File: src/hw/pdmw_pkg.sv
// constants, types and register map of the pulse-density microphone sample writer
// assumes a 100 MHz peripheral clock and a 12-bit byte address on the register bus
// Notes on behaviour
// RL1 - samples go to pointer, advancing word by word
// RL2 - software keeps pointer inside data RAM
// RL3 - samples stored little endian
// RL4 - stereo word: left low half, right high
// RL5 - mono word: earlier left low, later high
// RL6 - length counts 16-bit samples, not words
// RL7 - software sets pointer and length before start
// RL8 - first samples after start may be junk
// RL9 - pointer latched at start, next writable
// RL10 - end raised when length samples written
// RL11 - seamless next buffer, new started raised
// RL12 - end also raised after stop drains
// RL13 - start task runs capture, stop ends it
// RL14 - clock and data routed per pin select
// RL15 - routing only when enabled, else gpio
// RL16 - software preconfigures clock pin low, data in
// RL17 - software gives each pin one owner
// RL18 - left on falling edge, right rising
// RL19 - ratio register selects decimation ratio
// RL20 - ratio is either 64 or 80
// RL21 - stop waits frame, then stopped event; here drain waits only for the pending write
// RL22 - edge swap exchanges sampling edges
// RL23 - no new pointer means reuse latched one
package pdmw_pkg;
  // register byte offsets
  localparam logic [11:0] OFS_START      = 12'h000;
  localparam logic [11:0] OFS_STOP       = 12'h004;
  localparam logic [11:0] OFS_SUB_START  = 12'h080;
  localparam logic [11:0] OFS_SUB_STOP   = 12'h084;
  localparam logic [11:0] OFS_EV_BEGAN   = 12'h100;
  localparam logic [11:0] OFS_EV_HALTED  = 12'h104;
  localparam logic [11:0] OFS_EV_FULL    = 12'h108;
  localparam logic [11:0] OFS_PUB_BEGAN  = 12'h180;
  localparam logic [11:0] OFS_PUB_HALTED = 12'h184;
  localparam logic [11:0] OFS_PUB_FULL   = 12'h188;
  localparam logic [11:0] OFS_IRQ_MASK   = 12'h300;
  localparam logic [11:0] OFS_IRQ_SET    = 12'h304;
  localparam logic [11:0] OFS_IRQ_CLR    = 12'h308;
  localparam logic [11:0] OFS_ENABLE     = 12'h500;
  localparam logic [11:0] OFS_CLKGEN     = 12'h504;
  localparam logic [11:0] OFS_ROUTING    = 12'h508;
  localparam logic [11:0] OFS_VOL_L      = 12'h518;
  localparam logic [11:0] OFS_VOL_R      = 12'h51C;
  localparam logic [11:0] OFS_RATIO      = 12'h520;
  localparam logic [11:0] OFS_PIN_CLK    = 12'h540;
  localparam logic [11:0] OFS_PIN_DIN    = 12'h544;
  localparam logic [11:0] OFS_MCLK_SRC   = 12'h54C;
  localparam logic [11:0] OFS_PTR        = 12'h560;
  localparam logic [11:0] OFS_LEN        = 12'h564;
  // field layouts
  localparam int          TASK_BIT      = 0;
  localparam int          EV_BIT        = 0;
  localparam logic [31:0] PUBSUB_MASK   = 32'h8000_00FF;
  localparam int          IRQ_BEGAN_BIT = 0;
  localparam int          IRQ_HALT_BIT  = 1;
  localparam int          IRQ_FULL_BIT  = 2;
  localparam int          ENABLE_BIT    = 0;
  localparam int          MODE_MONO_BIT = 0;
  localparam int          MODE_EDGE_BIT = 1;
  localparam int          RATIO_BIT     = 0;
  localparam int          MCLK_SRC_BIT  = 0;
  localparam int          PSEL_PIN_MSB  = 4;
  localparam int          PSEL_PORT_BIT = 5;
  localparam int          PSEL_DISC_BIT = 31;
  localparam logic [31:0] PSEL_MASK     = 32'h8000_003F;
  localparam int          VOL_W         = 7;
  localparam int          LEN_W         = 16;
  localparam int          NUM_PINS      = 32;
  // reset values
  localparam logic [31:0]      RST_CLKGEN = 32'h0000_0000;
  localparam logic [31:0]      RST_PSEL   = 32'hFFFF_FFFF;
  localparam logic [VOL_W-1:0] RST_VOL    = 7'h00;
  // decimation ratios
  localparam logic [6:0] RATIO_64 = 7'h40;
  localparam logic [6:0] RATIO_80 = 7'h50;
  // timing
  localparam int         CLK_NS            = 10;
  localparam int         MIC_CLK_PERIOD_NS = 125;
  localparam logic [3:0] MIC_HALF_CYC      = 4'((MIC_CLK_PERIOD_NS / 2) / CLK_NS);
  localparam logic [3:0] DMA_STRB_ALL      = 4'hF;

  typedef enum logic [2:0] {
    PDMW_IDLE  = 3'b001,
    PDMW_RUN   = 3'b010,
    PDMW_DRAIN = 3'b100
  } pdmw_state_t;

  typedef struct packed {
    logic [31:0] addr;
    logic [31:0] data;
    logic [3:0]  strb;
  } pdmw_dma_t;
endpackage : pdmw_pkg

File: src/hw/pdmw_top.sv
// microphone sample writer: apb registers, capture control, pin routing, memory writes
// assumes a write-channel master port whose sink may stall, and pins muxed with gpio
`timescale 1ns/1ns
module pdmw_top
  import pdmw_pkg::*;
(
  // clock and reset
  input  wire logic                   pclk,
  input  wire logic                   presetn,
  // apb slave
  input  wire logic [11:0]            paddr,
  input  wire logic                   psel,
  input  wire logic                   penable,
  input  wire logic                   pwrite,
  input  wire logic [31:0]            pwdata,
  output logic      [31:0]            prdata,
  output logic                        pready,
  output logic                        pslverr,
  // memory write channel
  output pdmw_pkg::pdmw_dma_t         dma_req,
  output logic                        dma_valid,
  input  wire logic                   dma_ready,
  // pins and their gpio defaults
  input  wire logic [NUM_PINS-1:0]    gpio_out,
  input  wire logic [NUM_PINS-1:0]    gpio_dir,
  input  wire logic [NUM_PINS-1:0]    pin_in,
  output logic      [NUM_PINS-1:0]    pin_out,
  output logic      [NUM_PINS-1:0]    pin_oe
);
  import pdmw_pkg::*;

  function automatic logic psel_on(input logic [31:0] sel);
    psel_on = !sel[PSEL_DISC_BIT];
  endfunction : psel_on

  // register state
  logic [31:0]        sub_start_r, sub_stop_r, pub_began_r, pub_halted_r, pub_full_r;
  logic               ev_began_r, ev_halted_r, ev_full_r;
  logic [2:0]         irq_mask_r;
  logic               enable_r;
  logic [31:0]        clkgen_r;
  logic               mono_r, edge_swap_r, ratio_sel_r, mclk_src_r;
  logic [VOL_W-1:0]   vol_l_r, vol_r_r;
  logic [31:0]        pin_clk_r, pin_din_r;
  logic [31:0]        ptr_r;
  logic [LEN_W-1:0]   len_r;
  logic               pready_r, pslverr_r;
  logic [31:0]        prdata_r;

  // capture state
  pdmw_state_t        state_r;
  logic [31:0]        cur_ptr_r;
  logic [LEN_W-1:0]   cur_len_r;
  logic [LEN_W:0]     done_cnt_r;
  logic [LEN_W-2:0]   word_idx_r;
  logic [15:0]        hold_r;
  logic               half_r;
  logic [31:0]        word_r;
  logic               word_rdy_r;
  pdmw_dma_t          dma_r;
  logic               dma_valid_r;
  logic               mclk_r;
  logic [3:0]         div_r;
  logic [NUM_PINS-1:0] pin_out_r, pin_oe_r, pin_out_nxt, pin_oe_nxt;

  // bus decode
  logic        acc, wr_en, rd_take;
  logic        w_start, w_stop;
  logic [32:0] rd_word;

  assign acc     = psel && penable;
  assign wr_en   = acc && pready_r && pwrite;
  assign rd_take = acc && !pready_r;
  assign w_start = wr_en && (paddr == OFS_START) && pwdata[TASK_BIT];
  assign w_stop  = wr_en && (paddr == OFS_STOP) && pwdata[TASK_BIT];

  function automatic logic [32:0] rd_mux(input logic [11:0] a);
    case (a)
      OFS_START, OFS_STOP:         rd_mux = {1'b0, 32'h0000_0000};
      OFS_SUB_START:               rd_mux = {1'b0, sub_start_r};
      OFS_SUB_STOP:                rd_mux = {1'b0, sub_stop_r};
      OFS_EV_BEGAN:                rd_mux = {1'b0, 31'h0, ev_began_r};
      OFS_EV_HALTED:               rd_mux = {1'b0, 31'h0, ev_halted_r};
      OFS_EV_FULL:                 rd_mux = {1'b0, 31'h0, ev_full_r};
      OFS_PUB_BEGAN:               rd_mux = {1'b0, pub_began_r};
      OFS_PUB_HALTED:              rd_mux = {1'b0, pub_halted_r};
      OFS_PUB_FULL:                rd_mux = {1'b0, pub_full_r};
      OFS_IRQ_MASK, OFS_IRQ_SET,
      OFS_IRQ_CLR:                 rd_mux = {1'b0, 29'h0, irq_mask_r};
      OFS_ENABLE:                  rd_mux = {1'b0, 31'h0, enable_r};
      OFS_CLKGEN:                  rd_mux = {1'b0, clkgen_r};
      OFS_ROUTING:                 rd_mux = {1'b0, 30'h0, edge_swap_r, mono_r};
      OFS_VOL_L:                   rd_mux = {1'b0, 25'h0, vol_l_r};
      OFS_VOL_R:                   rd_mux = {1'b0, 25'h0, vol_r_r};
      OFS_RATIO:                   rd_mux = {1'b0, 31'h0, ratio_sel_r};
      OFS_PIN_CLK:                 rd_mux = {1'b0, pin_clk_r};
      OFS_PIN_DIN:                 rd_mux = {1'b0, pin_din_r};
      OFS_MCLK_SRC:                rd_mux = {1'b0, 31'h0, mclk_src_r};
      OFS_PTR:                     rd_mux = {1'b0, ptr_r};
      OFS_LEN:                     rd_mux = {1'b0, 16'h0000, len_r};
      default:                     rd_mux = {1'b1, 32'h0000_0000};
    endcase
  endfunction : rd_mux

  assign rd_word = rd_mux(paddr);

  always_ff @(posedge pclk or negedge presetn) begin
    if (!presetn) begin
      pready_r  <= 1'b0;
      pslverr_r <= 1'b0;
      prdata_r  <= 32'h0000_0000;
    end else begin
      pready_r  <= rd_take;
      pslverr_r <= rd_take && rd_word[32];
      prdata_r  <= (rd_take && !pwrite) ? rd_word[31:0] : 32'h0000_0000;
    end
  end

  // plain configuration registers; pointer writes never touch the latched copy
  always_ff @(posedge pclk or negedge presetn) begin
    if (!presetn) begin
      sub_start_r  <= 32'h0000_0000;
      sub_stop_r   <= 32'h0000_0000;
      pub_began_r  <= 32'h0000_0000;
      pub_halted_r <= 32'h0000_0000;
      pub_full_r   <= 32'h0000_0000;
      irq_mask_r   <= 3'h0;
      enable_r     <= 1'b0;
      clkgen_r     <= RST_CLKGEN;
      mono_r       <= 1'b0;
      edge_swap_r  <= 1'b0;
      ratio_sel_r  <= 1'b0;
      mclk_src_r   <= 1'b0;
      vol_l_r      <= RST_VOL;
      vol_r_r      <= RST_VOL;
      pin_clk_r    <= RST_PSEL;
      pin_din_r    <= RST_PSEL;
      ptr_r        <= 32'h0000_0000;
      len_r        <= 16'h0000;
    end else if (wr_en) begin
      case (paddr)
        OFS_SUB_START:  sub_start_r  <= pwdata & PUBSUB_MASK;
        OFS_SUB_STOP:   sub_stop_r   <= pwdata & PUBSUB_MASK;
        OFS_PUB_BEGAN:  pub_began_r  <= pwdata & PUBSUB_MASK;
        OFS_PUB_HALTED: pub_halted_r <= pwdata & PUBSUB_MASK;
        OFS_PUB_FULL:   pub_full_r   <= pwdata & PUBSUB_MASK;
        OFS_IRQ_MASK:   irq_mask_r   <= pwdata[2:0];
        OFS_IRQ_SET:    irq_mask_r   <= irq_mask_r | pwdata[2:0];
        OFS_IRQ_CLR:    irq_mask_r   <= irq_mask_r & ~pwdata[2:0];
        OFS_ENABLE:     enable_r     <= pwdata[ENABLE_BIT];
        OFS_CLKGEN:     clkgen_r     <= pwdata;
        OFS_ROUTING: begin
          mono_r      <= pwdata[MODE_MONO_BIT];
          edge_swap_r <= pwdata[MODE_EDGE_BIT];
        end
        OFS_VOL_L:      vol_l_r      <= pwdata[VOL_W-1:0];
        OFS_VOL_R:      vol_r_r      <= pwdata[VOL_W-1:0];
        OFS_RATIO:      ratio_sel_r  <= pwdata[RATIO_BIT]; // see RL19
        OFS_PIN_CLK:    pin_clk_r    <= pwdata & PSEL_MASK;
        OFS_PIN_DIN:    pin_din_r    <= pwdata & PSEL_MASK;
        OFS_MCLK_SRC:   mclk_src_r   <= pwdata[MCLK_SRC_BIT];
        OFS_PTR:        ptr_r        <= pwdata;
        OFS_LEN:        len_r        <= pwdata[LEN_W-1:0];
        default: begin
        end
      endcase
    end
  end

  // microphone clock and bit sampling
  logic       running, mclk_flip, fall_ev, rise_ev, din_s;
  logic [NUM_PINS-1:0] pin_s;
  logic       l_stb, r_stb, l_valid, r_valid;
  logic [6:0] ratio;
  logic [15:0] l_smp, r_smp;

  assign running   = enable_r && !state_r[0];
  assign mclk_flip = running && (div_r == MIC_HALF_CYC - 4'h1);
  assign fall_ev   = mclk_flip && mclk_r;
  assign rise_ev   = mclk_flip && !mclk_r;
  assign l_stb     = edge_swap_r ? rise_ev : fall_ev; // see RL18, RL22
  assign r_stb     = edge_swap_r ? fall_ev : rise_ev; // see RL18, RL22
  assign ratio     = ratio_sel_r ? RATIO_80 : RATIO_64; // see RL20
  assign din_s     = psel_on(pin_din_r) && enable_r
                     && pin_s[pin_din_r[PSEL_PIN_MSB:0]]; // see RL14

  always_ff @(posedge pclk or negedge presetn) begin
    if (!presetn) begin
      mclk_r <= 1'b0;
      div_r  <= 4'h0;
    end else begin
      div_r  <= (!running || mclk_flip) ? 4'h0 : div_r + 4'h1;
      mclk_r <= running && (mclk_flip ? !mclk_r : mclk_r);
    end
  end

  // every pin passes its own two flops before the route selector reads it
  genvar gs;
  generate
    for (gs = 0; gs < NUM_PINS; gs++) begin : g_pin_sync
      pdmw_sync u_pin_sync (
        .pclk     (pclk),
        .presetn  (presetn),
        .async_in (pin_in[gs]),
        .sync_r   (pin_s[gs])
      );
    end
  endgenerate

  // the filter needs a few windows to settle after start; early samples are not masked
  // see RL8
  logic [1:0] ch_stb;
  logic [1:0] ch_valid;
  logic [15:0] ch_smp [2];
  assign ch_stb  = {r_stb, l_stb};
  assign l_valid = ch_valid[0];
  assign r_valid = ch_valid[1];
  assign l_smp   = ch_smp[0];
  assign r_smp   = ch_smp[1];

  genvar gc;
  generate
    for (gc = 0; gc < 2; gc++) begin : g_chan
      pdmw_decim u_decim (
        .pclk     (pclk),
        .presetn  (presetn),
        .bit_stb  (ch_stb[gc]),
        .bit_val  (din_s),
        .ratio    (ratio),
        .sample_r (ch_smp[gc]),
        .valid_r  (ch_valid[gc])
      );
    end
  endgenerate

  // word packing, left sample (in mono the earlier one) in the low half; a stereo word waits for both channels
  // of one frame, whichever edge ends its window first, so left and right stay paired
  logic        word_go, got_l_r, got_r_r, st_l, st_r;
  logic [15:0] rhold_r, st_lo, st_hi;
  logic [31:0] word_nxt;
  assign st_l     = l_valid || got_l_r;
  assign st_r     = r_valid || got_r_r;
  assign st_lo    = l_valid ? l_smp : hold_r;
  assign st_hi    = r_valid ? r_smp : rhold_r;
  assign word_go  = mono_r ? (l_valid && half_r) : (st_l && st_r && (l_valid || r_valid));
  assign word_nxt = mono_r ? {l_smp, hold_r} : {st_hi, st_lo}; // see RL3, RL4, RL5

  always_ff @(posedge pclk or negedge presetn) begin
    if (!presetn) begin
      hold_r     <= 16'h0000;
      rhold_r    <= 16'h0000;
      got_l_r    <= 1'b0;
      got_r_r    <= 1'b0;
      half_r     <= 1'b0;
      word_r     <= 32'h0000_0000;
      word_rdy_r <= 1'b0;
    end else begin
      word_rdy_r <= word_go && state_r[1];
      if (r_valid) begin
        rhold_r <= r_smp;
      end
      if (state_r[0] || word_go) begin
        got_l_r <= 1'b0;
        got_r_r <= 1'b0;
      end else begin
        got_l_r <= got_l_r || l_valid;
        got_r_r <= got_r_r || r_valid;
      end
      if (l_valid && !(mono_r && half_r)) begin
        hold_r <= l_smp;
      end
      if (state_r[0]) begin
        half_r <= 1'b0;
      end else if (mono_r && l_valid) begin
        half_r <= !half_r;
      end
      if (word_go) begin
        word_r <= word_nxt;
      end
    end
  end

  // capture control and memory writes
  logic w_done, buf_full, do_start, drained;
  assign w_done   = dma_valid_r && dma_ready;
  assign buf_full = w_done && (done_cnt_r + 17'h00002 >= {1'b0, cur_len_r}); // see RL6, RL10
  assign do_start = w_start && enable_r && state_r[0];
  assign drained  = state_r[2] && !dma_valid_r; // see RL21

  always_ff @(posedge pclk or negedge presetn) begin
    if (!presetn) begin
      state_r     <= PDMW_IDLE;
      cur_ptr_r   <= 32'h0000_0000;
      cur_len_r   <= 16'h0000;
      done_cnt_r  <= 17'h00000;
      word_idx_r  <= 15'h0000;
      dma_r       <= '0;
      dma_valid_r <= 1'b0;
    end else begin
      case (state_r)
        PDMW_IDLE: begin
          if (do_start) begin // see RL13
            state_r    <= PDMW_RUN;
            cur_ptr_r  <= ptr_r; // see RL9
            cur_len_r  <= len_r;
            done_cnt_r <= 17'h00000;
            word_idx_r <= 15'h0000;
          end
        end
        PDMW_RUN: begin
          if (w_stop || !enable_r) begin
            state_r <= PDMW_DRAIN; // see RL13
          end
        end
        PDMW_DRAIN: begin
          if (drained) begin
            state_r <= PDMW_IDLE; // see RL21
          end
        end
        default: state_r <= PDMW_IDLE;
      endcase
      // a word that finds the channel busy is dropped; at audio rates it never does
      if (word_rdy_r && state_r[1] && !dma_valid_r) begin
        dma_valid_r <= 1'b1;
        dma_r.addr  <= cur_ptr_r + {15'h0000, word_idx_r, 2'b00}; // see RL1
        dma_r.data  <= word_r;
        dma_r.strb  <= DMA_STRB_ALL;
      end else if (w_done) begin
        dma_valid_r <= 1'b0;
      end
      if (buf_full) begin
        cur_ptr_r  <= ptr_r; // see RL11, RL23
        cur_len_r  <= len_r;
        done_cnt_r <= 17'h00000;
        word_idx_r <= 15'h0000;
      end else if (w_done) begin
        done_cnt_r <= done_cnt_r + 17'h00002;
        word_idx_r <= word_idx_r + 15'h0001;
      end
    end
  end

  // event flags: hardware set wins over a software write in the same cycle
  logic set_began, set_halted, set_full;
  assign set_began  = do_start || (buf_full && state_r[1]); // see RL11
  assign set_full   = buf_full || drained; // see RL10, RL12
  assign set_halted = drained; // see RL21

  always_ff @(posedge pclk or negedge presetn) begin
    if (!presetn) begin
      ev_began_r  <= 1'b0;
      ev_halted_r <= 1'b0;
      ev_full_r   <= 1'b0;
    end else begin
      ev_began_r  <= set_began || ((wr_en && paddr == OFS_EV_BEGAN) ? pwdata[EV_BIT]
                                                                   : ev_began_r);
      ev_halted_r <= set_halted || ((wr_en && paddr == OFS_EV_HALTED) ? pwdata[EV_BIT]
                                                                     : ev_halted_r);
      ev_full_r   <= set_full || ((wr_en && paddr == OFS_EV_FULL) ? pwdata[EV_BIT]
                                                                 : ev_full_r);
    end
  end

  // pin routing: only the selected pins leave gpio control, and only while enabled
  genvar gp;
  generate
    for (gp = 0; gp < NUM_PINS; gp++) begin : g_pin
      logic own_clk, own_din;
      assign own_clk = enable_r && psel_on(pin_clk_r)
                       && (pin_clk_r[PSEL_PIN_MSB:0] == 5'(gp)); // see RL14, RL15
      assign own_din = enable_r && psel_on(pin_din_r)
                       && (pin_din_r[PSEL_PIN_MSB:0] == 5'(gp)); // see RL14, RL15
      assign pin_out_nxt[gp] = own_clk ? mclk_r : (!own_din && gpio_out[gp]);
      assign pin_oe_nxt[gp]  = own_clk || (!own_din && gpio_dir[gp]);
    end
  endgenerate

  always_ff @(posedge pclk or negedge presetn) begin
    if (!presetn) begin
      pin_out_r <= '0;
      pin_oe_r  <= '0;
    end else begin
      pin_out_r <= pin_out_nxt;
      pin_oe_r  <= pin_oe_nxt;
    end
  end

  assign prdata    = prdata_r;
  assign pready    = pready_r;
  assign pslverr   = pslverr_r;
  assign dma_req   = dma_r;
  assign dma_valid = dma_valid_r;
  assign pin_out   = pin_out_r;
  assign pin_oe    = pin_oe_r;
endmodule : pdmw_top

File: src/hw/pdmw_sync.sv
// two-stage synchroniser for one asynchronous level
// assumes the input has no timing relation to pclk
`timescale 1ns/1ns
module pdmw_sync (
  // clock and reset
  input  wire logic pclk,
  input  wire logic presetn,
  // level in and out
  input  wire logic async_in,
  output logic      sync_r
);
  logic meta_r;

  always_ff @(posedge pclk or negedge presetn) begin
    if (!presetn) begin
      meta_r <= 1'b0;
      sync_r <= 1'b0;
    end else begin
      meta_r <= async_in;
      sync_r <= meta_r;
    end
  end
endmodule : pdmw_sync

File: src/hw/pdmw_decim.sv
// one channel of density-to-pcm conversion: counts ones over one ratio window
// assumes bit_stb pulses once per microphone bit; a boxcar, not a real filter
`timescale 1ns/1ns
module pdmw_decim (
  // clock and reset
  input  wire logic        pclk,
  input  wire logic        presetn,
  // bit stream
  input  wire logic        bit_stb,
  input  wire logic        bit_val,
  input  wire logic [6:0]  ratio,
  // pcm out
  output logic [15:0]      sample_r,
  output logic             valid_r
);
  logic        [6:0] cnt_r;
  logic        [6:0] ones_r;
  logic        [6:0] ones_nxt;
  logic signed [7:0] centred;
  logic              last;

  assign ones_nxt = ones_r + {6'h00, bit_val};
  assign centred  = $signed({1'b0, ones_nxt}) - $signed({2'b00, ratio[6:1]});
  assign last     = (cnt_r == ratio - 7'h01);

  always_ff @(posedge pclk or negedge presetn) begin
    if (!presetn) begin
      cnt_r    <= 7'h00;
      ones_r   <= 7'h00;
      sample_r <= 16'h0000;
      valid_r  <= 1'b0;
    end else begin
      valid_r <= bit_stb && last;
      if (bit_stb) begin
        cnt_r  <= last ? 7'h00 : cnt_r + 7'h01;
        ones_r <= last ? 7'h00 : ones_nxt;
        if (last) begin
          sample_r <= {centred, 8'h00};
        end
      end
    end
  end
endmodule : pdmw_decim

File: config.mk
export PLATFORM = sky130hd
export DESIGN_NAME = pdmw_top
export DESIGN_NICKNAME = d
export VERILOG_FILES = /design/src/hw/pdmw_pkg.sv /design/src/hw/pdmw_top.sv /design/src/hw/pdmw_sync.sv /design/src/hw/pdmw_decim.sv
export SDC_FILE = /design/constraint.sdc
export NUM_CORES = 1
export LEC_CHECK = 0
export BUFFER_PORTS_ARGS = -buffer_cell sky130_fd_sc_hd__buf_2
export CAP_MARGIN = 5
export CORE_MARGIN = 3
export CORE_UTILIZATION = 58
export CTS_CLUSTER_SIZE = 14
export DETAILED_ROUTE_END_ITERATION = 6
export PLACE_DENSITY = 0.8
export SKIP_CTS_REPAIR_TIMING = 1
export SYNTH_ARGS = -nofsm -noshare
export SYNTH_HDL_FRONTEND = slang
export SYNTH_SLANG_ARGS = --single-unit
export TNS_END_PERCENT = 5
File: constraint.sdc
create_clock -name pclk -period 4.6 [get_ports pclk]
set_clock_uncertainty 0.15 [all_clocks]
set_input_delay 0.23 -clock pclk [delete_from_list [all_inputs] [get_ports pclk]]
set_output_delay 0.23 -clock pclk [all_outputs]
set_load 0.01 [all_outputs]
# [Yosys cells after proc, flatten, opt, wreduce, memory -nomap -nowiden]
# Index checks and enable logic that the tools add are counted.
[totals] regBits=636 output_inout_bits=167
[classes] addsub=11 magnitude_cmp=2 n_eq_ne=94 muxes=77 bitwise_logic=3 reduce_logical=286
[op_table] op="$pmux 33 s21" n=1
[op_table] op="$logic_and 1x1->1" n=166
[op_table] op="$eq 5x5->1 const B" n=32
[op_table] op="$mux 32" n=5
[op_table] op="$eq 12x11->1 const B" n=11
[op_table] op="$eq 5x4->1 const B" n=16
[op_table] op="$mux 16" n=5
[op_table] op="$eq 12x9->1 const B" n=6
[op_table] op="$mux 17" n=4
[op_table] op="$mux 15" n=4
[op_table] op="$mux 1" n=46
[op_table] op="$logic_not 1->1" n=43
[op_table] op="$logic_or 1x1->1" n=43
[op_table] op="$reduce_and 2->1" n=21
[op_table] op="$eq 5x3->1 const B" n=8
[op_table] op="$eq 12x10->1 const B" n=3
[op_table] op="$add 32x17->32" n=1
[op_table] op="$mux 7" n=4
[op_table] op="$eq 12x8->1 const B" n=2
[op_table] op="$eq 5x2->1 const B" n=4
[op_table] op="$pmux 3 s3" n=2
[op_table] op="$add 17x2->17 const B" n=1
[op_table] op="$ge 17x16->1" n=1
[op_table] op="$sub 7x6->8" n=2
[op_table] op="28 further kinds" n=42

# [Logic depth before layout (Yosys ltp)]
[logic_depth] depth_word=11 mapped_depth=17 ltp_nobuf=15

# [Modules after synthesis]
# From an unflattened synthesis, not the netlist that was laid out.
[hier_totals] hier_cells=2347 hier_area_um2=26983.4
[by_module_without_submodules] mod="pdmw_top" n_inst=1 cells_each=1925 area_per_inst_um2=21991.1 seq_area_each_um2=12157.9
[by_module_without_submodules] mod="pdmw_decim" n_inst=2 cells_each=179 area_per_inst_um2=1695.4 seq_area_each_um2=575.6
[by_module_without_submodules] mod="pdmw_sync" n_inst=32 cells_each=2 area_per_inst_um2=50.0 seq_area_each_um2=50.0

# [Least setup slack after synthesis]
# Ideal clock, no wire load.
[synth_path] kind="reg-to-reg" from="register done_cnt_r[1]" to="register cur_ptr_r[21]" setup_ps=125 t_arrival_ps=3690 required_time_ps=4325 path_slack_ps=635 path_stages_with_launch=17 period_less_slack_ps=3965 path_cell_list="dfrtp_1 -> ha_1 -> and3_1 -> nand3_1 -> or2_2 -> nor2_1 -> xor2_1 -> ha_1 -> a21o_1 -> a21o_1 -> a211oi_1 -> o211ai_1 -> or2_2 -> a21oi_1 -> buf_6 -> buf_6 -> mux2_2"
[synth_between] elab_chain_len=5
[synth_lines] item="start: declaration" line="pdmw_top.sv:54" text="logic [LEN_W:0] done_cnt_r;"
[synth_lines] item="start signal: assignment" line="pdmw_top.sv:337" text="done_cnt_r <= done_cnt_r + 17'h00002;"
[synth_lines] item="$add 17x2->17 *" line="pdmw_top.sv:286" text="assign buf_full = w_done && (done_cnt_r + 17'h00002 >= {1'b0, cur_len_r});"
[synth_lines] item="$ge 17x16->1 *" line="pdmw_top.sv:286"
[synth_lines] item="$logic_and 1x1->1 *" line="pdmw_top.sv:286"
[synth_lines] item="$reduce_bool 2->1 (no source line)"
[synth_lines] item="$reduce_and 2->1 (no source line)"
[synth_lines] item="end signal: assignment" line="pdmw_top.sv:304" text="cur_ptr_r <= ptr_r;"
[synth_lines] item="end signal: assignment" line="pdmw_top.sv:332" text="cur_ptr_r <= ptr_r;"
[synth_lines] item="end: declaration" line="pdmw_top.sv:52" text="logic [31:0] cur_ptr_r;"
# Every way passes the cells marked *; elsewhere a longest branch is shown, timed or not.
# A chain may end at the register's enable or synchronous reset.

# [Final worst setup path]
[layout_path] from="register done_cnt_r[1]" to="register cur_ptr_r[28]"
# Same word-level chain as after synthesis.

==> impl_metrics.env <==
export IMPL_synth_cells=2089
export IMPL_grt_setup_unrepaired="false"
export IMPL_final_net_count=2717
export IMPL_layout_drive_gt1_share_pct=27.9
export IMPL_grt_antenna_before_repair=4
export IMPL_grt_overflow=0
export IMPL_floorplan_die_area_um2=45100
export IMPL_die_width_um=212
export IMPL_dpl_hpwl_um=42600
export IMPL_power_density_nw_per_um2=343
export IMPL_routed_via_density=5.98
export IMPL_timing_critical_path_arrival_ns=4.72
export IMPL_synth_area_leader_cell="sky130_fd_sc_hd__dfrtp_1"
export IMPL_power_leakage_nw=14.7
export IMPL_timing_setup_critical_path_class="reg2reg"
export IMPL_power_switching_fraction_pct=21.3
export IMPL_cp_required_ns=4.92
export IMPL_detailedRoute_firstPassIterationCount=6
export IMPL_grt_pass1_wl_um=96600
export IMPL_netlist_top_cells_area="sky130_fd_sc_hd__dfrtp_1 (56%), sky130_fd_sc_hd__mux2_2 (11%), sky130_fd_sc_hd__nand2_1 (3.7%)"
export IMPL_measured_slew_at_the_worst_slew_check_pin_ns=1.15
export IMPL_power_share_sequential_pct=49.6
export IMPL_clkSinkCount=571
export IMPL_postSynth_topFlopCell="sky130_fd_sc_hd__dfrtp_1"
export IMPL_final_common_cell="sky130_fd_sc_hd__dfrtp_1"
export IMPL_worst_setup_path_end_kind="flip-flop"
export IMPL_setup_worst_path_start_class="flip-flop"
export IMPL_grt_max_degree=152
export IMPL_synth_seq_cells=571
export IMPL_wl_per_cell_um=21.3
export IMPL_synth_area_um2=24700
export IMPL_grt_util_all_layers_pct=27.1
export IMPL_die_y_um=212
export IMPL_portBuffers=304
export IMPL_layout_common_cells="sky130_fd_sc_hd__dfrtp_1 (554), sky130_fd_sc_hd__buf_2 (303), sky130_fd_sc_hd__mux2_2 (246)"
export IMPL_synth_edff_count=0
export IMPL_starting_density_of_the_core_pct=59.6
export IMPL_drt_initial_drc_count=1835
export IMPL_io_pin_count=313
export IMPL_fin_crit_sh_pct=95.7
export IMPL_crit_chain="ha_2 -> and3_1 -> nand3_1 -> or2_2 -> nor2_1 -> xor2_1 -> ha_1 -> a21o_1 -> a21o_1 -> a211oi_1 -> o211ai_1 -> or2_2 -> a21oi_4 -> clkbuf_16 -> mux2_1"
export IMPL_crit_fanout=24
export IMPL_fin_cells=3103
export IMPL_synthToLayoutAreaGrowth_pct=21.8
export IMPL_syn_avg_cell_area_um2=11.8
export IMPL_async_reset_ff_share_pct=100
export IMPL_outcome="finished, final reports clean"
export IMPL_total_power_after_layout_mw=10.3
export IMPL_cts_buffers_inserted=56
export IMPL_h_tree_depth=2
export IMPL_synth_sequential_area_ratio_pct=58.0
export IMPL_maxCapViolations=0
export IMPL_timing_setup_tns_ns=0
export IMPL_top_area_cell_type_share_of_the_netlist_area_pct=56.2
export IMPL_number_of_core_rows=74
export IMPL_via_count_of_the_first_global_routing_pass=17727
export IMPL_dr_max_layer_used="met4"
export IMPL_pwr_share_comb_pct=4.1
export IMPL_wirelength_um=66200
export IMPL_hold_class="in2reg"
export IMPL_post_route_drc_count=0
export IMPL_met1_layer_wirelength_in_the_final_routing_um=25800
export IMPL_final_max_slew_violation_count=0
export IMPL_routed_wl_met2_um=33400
export IMPL_clock_insertion_delay_at_the_later_pin_of_the_skew_report_ns=0.60
export IMPL_worst_ir_drop_vdd_mv=0.327
export IMPL_yosysUniqueCellTypes=73
export IMPL_clock_power_share_pct=46.3
export IMPL_finalWeightedCongestion=0.930
export IMPL_core_um2=41400
export IMPL_post_place_cells=2863
export IMPL_internal_power_mw=8.11
export IMPL_cpMaxStageDelayCell="sky130_fd_sc_hd__dfrtp_1"
export IMPL_finalCriticalPeriod_ns=4.40
export IMPL_max_freq_mhz=227
export IMPL_delay_of_the_slowest_cell_on_the_worst_path_ns=0.43
export IMPL_via_count=18543
export IMPL_antenna_left=0
export IMPL_p_switching_mw=2.19
export IMPL_wp_buf_inv=1
export IMPL_max_slew_headroom_pct=23.4
export IMPL_cts_root_buffer_cell="sky130_fd_sc_hd__clkbuf_16"
export IMPL_routed_wl_met3_um=4820
export IMPL_clkTransAtPathRegs_ns=0.06
export IMPL_yosys_warnings=0
export IMPL_hold_violations=0
export IMPL_tritoncts="done"
export IMPL_critical_path_top_delay_family="simple AND/OR/NAND/NOR gates"
export IMPL_r2r_setup_slack_ns=0.20
export IMPL_setup_viol=0
export IMPL_clock_tree_buf_depth=3
==> per-stage QoR <==
| step | cell area, um^2 | worst slack (ns) | utilization [%] | hold WS, ns |
|---|---|---|---|---|
| floorplan | 24700 | 0.635 | - | -0.216 |
| global placement | 26800 | 0.388 | 64.7 | 0.153 |
| detailed placement | 26800 | 0.238 | 64.7 | 0.168 |
| CTS | 28700 | 0.200 | 69.3 | -0.481 |
| global route | 30100 | 0.00622 | 72.7 | 0.0614 |
| finish | 30100 | 0.197 | 72.7 | 0.0484 |
==> worst paths after layout <==
kind | from | endpoint | cells past startpoint
worst max-delay path | done_cnt_r[1]$_DFFE_PN0P_ | cur_ptr_r[28]$_DFFE_PN0P_ | 15
worst min-delay path | paddr[7] | ratio_sel_r$_DFFE_PN0P_ | 5
worst max register to register | done_cnt_r[1]$_DFFE_PN0P_ | cur_ptr_r[28]$_DFFE_PN0P_ | 15
worst min register to register | g_pin_sync[24].u_pin_sync.meta_r$_DFF_PN0_ | g_pin_sync[24].u_pin_sync.sync_r$_DFF_PN0_ | 0
max in group asynchronous | presetn | dma_req[61]$_DFFE_PN0P_ | 3
min in group asynchronous | presetn | dma_req[26]$_DFFE_PN0P_ | 2
==> worst min-delay path: stages <==
cell and delay [ns]:
sky130_fd_sc_hd__buf_2 0.17, sky130_fd_sc_hd__nor2_1 0.11, sky130_fd_sc_hd__nand2_1 0.10, sky130_fd_sc_hd__o21ai_0 0.09, sky130_fd_sc_hd__nand2_1 0.06
==> layer usage <==
layer	vias to the layer above	GRT usage, %
met4	0	8.33
met5	-	0
met2	830	46.0
met1	9246	35.4
li1	8270	-
met3	197	5.86
==> cell type report <==
class	count	area, um^2
flip-flops and latches	571	14300
fillers	2681	11300
multi-input cells	1376	9790
repair buffers	470	3190
clock buffers	86	1690
well taps	532	666
clock inverters	15	239
inverters	49	184
diodes	4	10.0
==> power by group through the flow <==
stage	clock network, mW	logic [mW]	registers (mW)
floorplan	0	0.0718	5.21
global placement	0	0.317	5.20
detailed placement	0	0.324	5.20
CTS	4.82	0.326	5.11
global route	5.04	0.459	5.11
finish	4.77	0.423	5.11
==> sequential cells by signal, indices dropped and copies added (netlist names), 14 cells and up <==
signal	count
dma_req	57
clkgen_r	32
cur_ptr_r	32
g_pin_sync.u_pin_sync.meta_r	32
g_pin_sync.u_pin_sync.sync_r	32
pin_oe	32
pin_out	32
prdata	32
ptr_r	32
word_r	24
cur_len_r	16
done_cnt_r	16
g_chan.u_decim.sample_r	16
len_r	16
rhold_r	16
word_idx_r	15
g_chan.u_decim.cnt_r	14
g_chan.u_decim.ones_r	14
==> cells by family after synthesis <==
kind of cell / count (synthesis) / share of synthesized area [%]
other: 1 / 0.0152
AO/OA/AOI/OAI: 387 / 10.2
multiplexers: 290 / 13.5
buffers and inverters: 149 / 2.68
flip-flops: 571 / 58.0
AND/OR/NAND/NOR: 580 / 10.9
adder cells (fa/ha/maj): 47 / 2.41
XOR/XNOR: 64 / 2.27
==> synthesized netlist by cell type, types with 4 or more instances <==
cell type                  instances
sky130_fd_sc_hd__or2_2             5
sky130_fd_sc_hd__xnor2_1          42
sky130_fd_sc_hd__clkbuf_1         58
sky130_fd_sc_hd__a31oi_1          16
sky130_fd_sc_hd__nor2b_1          25
sky130_fd_sc_hd__o22ai_1           5
sky130_fd_sc_hd__and3_1           18
sky130_fd_sc_hd__buf_6             6
sky130_fd_sc_hd__dfstp_2          17
sky130_fd_sc_hd__mux2_1            4
sky130_fd_sc_hd__and2_1            7
sky130_fd_sc_hd__mux2i_1          30
sky130_fd_sc_hd__nand2_1         243
sky130_fd_sc_hd__a22o_1           30
sky130_fd_sc_hd__nand3_1          59
sky130_fd_sc_hd__nor3_1           22
sky130_fd_sc_hd__buf_1            16
sky130_fd_sc_hd__nand4_1          11
sky130_fd_sc_hd__a221oi_1         11
sky130_fd_sc_hd__a21o_1           48
sky130_fd_sc_hd__inv_1            49
sky130_fd_sc_hd__a21oi_1          66
sky130_fd_sc_hd__a22oi_1          28
sky130_fd_sc_hd__mux4_2           10
sky130_fd_sc_hd__a222oi_1         16
sky130_fd_sc_hd__nand2b_1         17
sky130_fd_sc_hd__xor2_1           22
sky130_fd_sc_hd__nor3_2            4
sky130_fd_sc_hd__nor4_1            6
sky130_fd_sc_hd__mux2_2          246
sky130_fd_sc_hd__or3_1            10
sky130_fd_sc_hd__o21ai_0         130
sky130_fd_sc_hd__o41ai_1           9
sky130_fd_sc_hd__dfrtp_1         554
sky130_fd_sc_hd__nand3b_1         13
sky130_fd_sc_hd__buf_2             7
sky130_fd_sc_hd__ha_1             46
sky130_fd_sc_hd__nor2_1          125
sky130_fd_sc_hd__buf_4            13
Power figures use the tool's default switching activity.
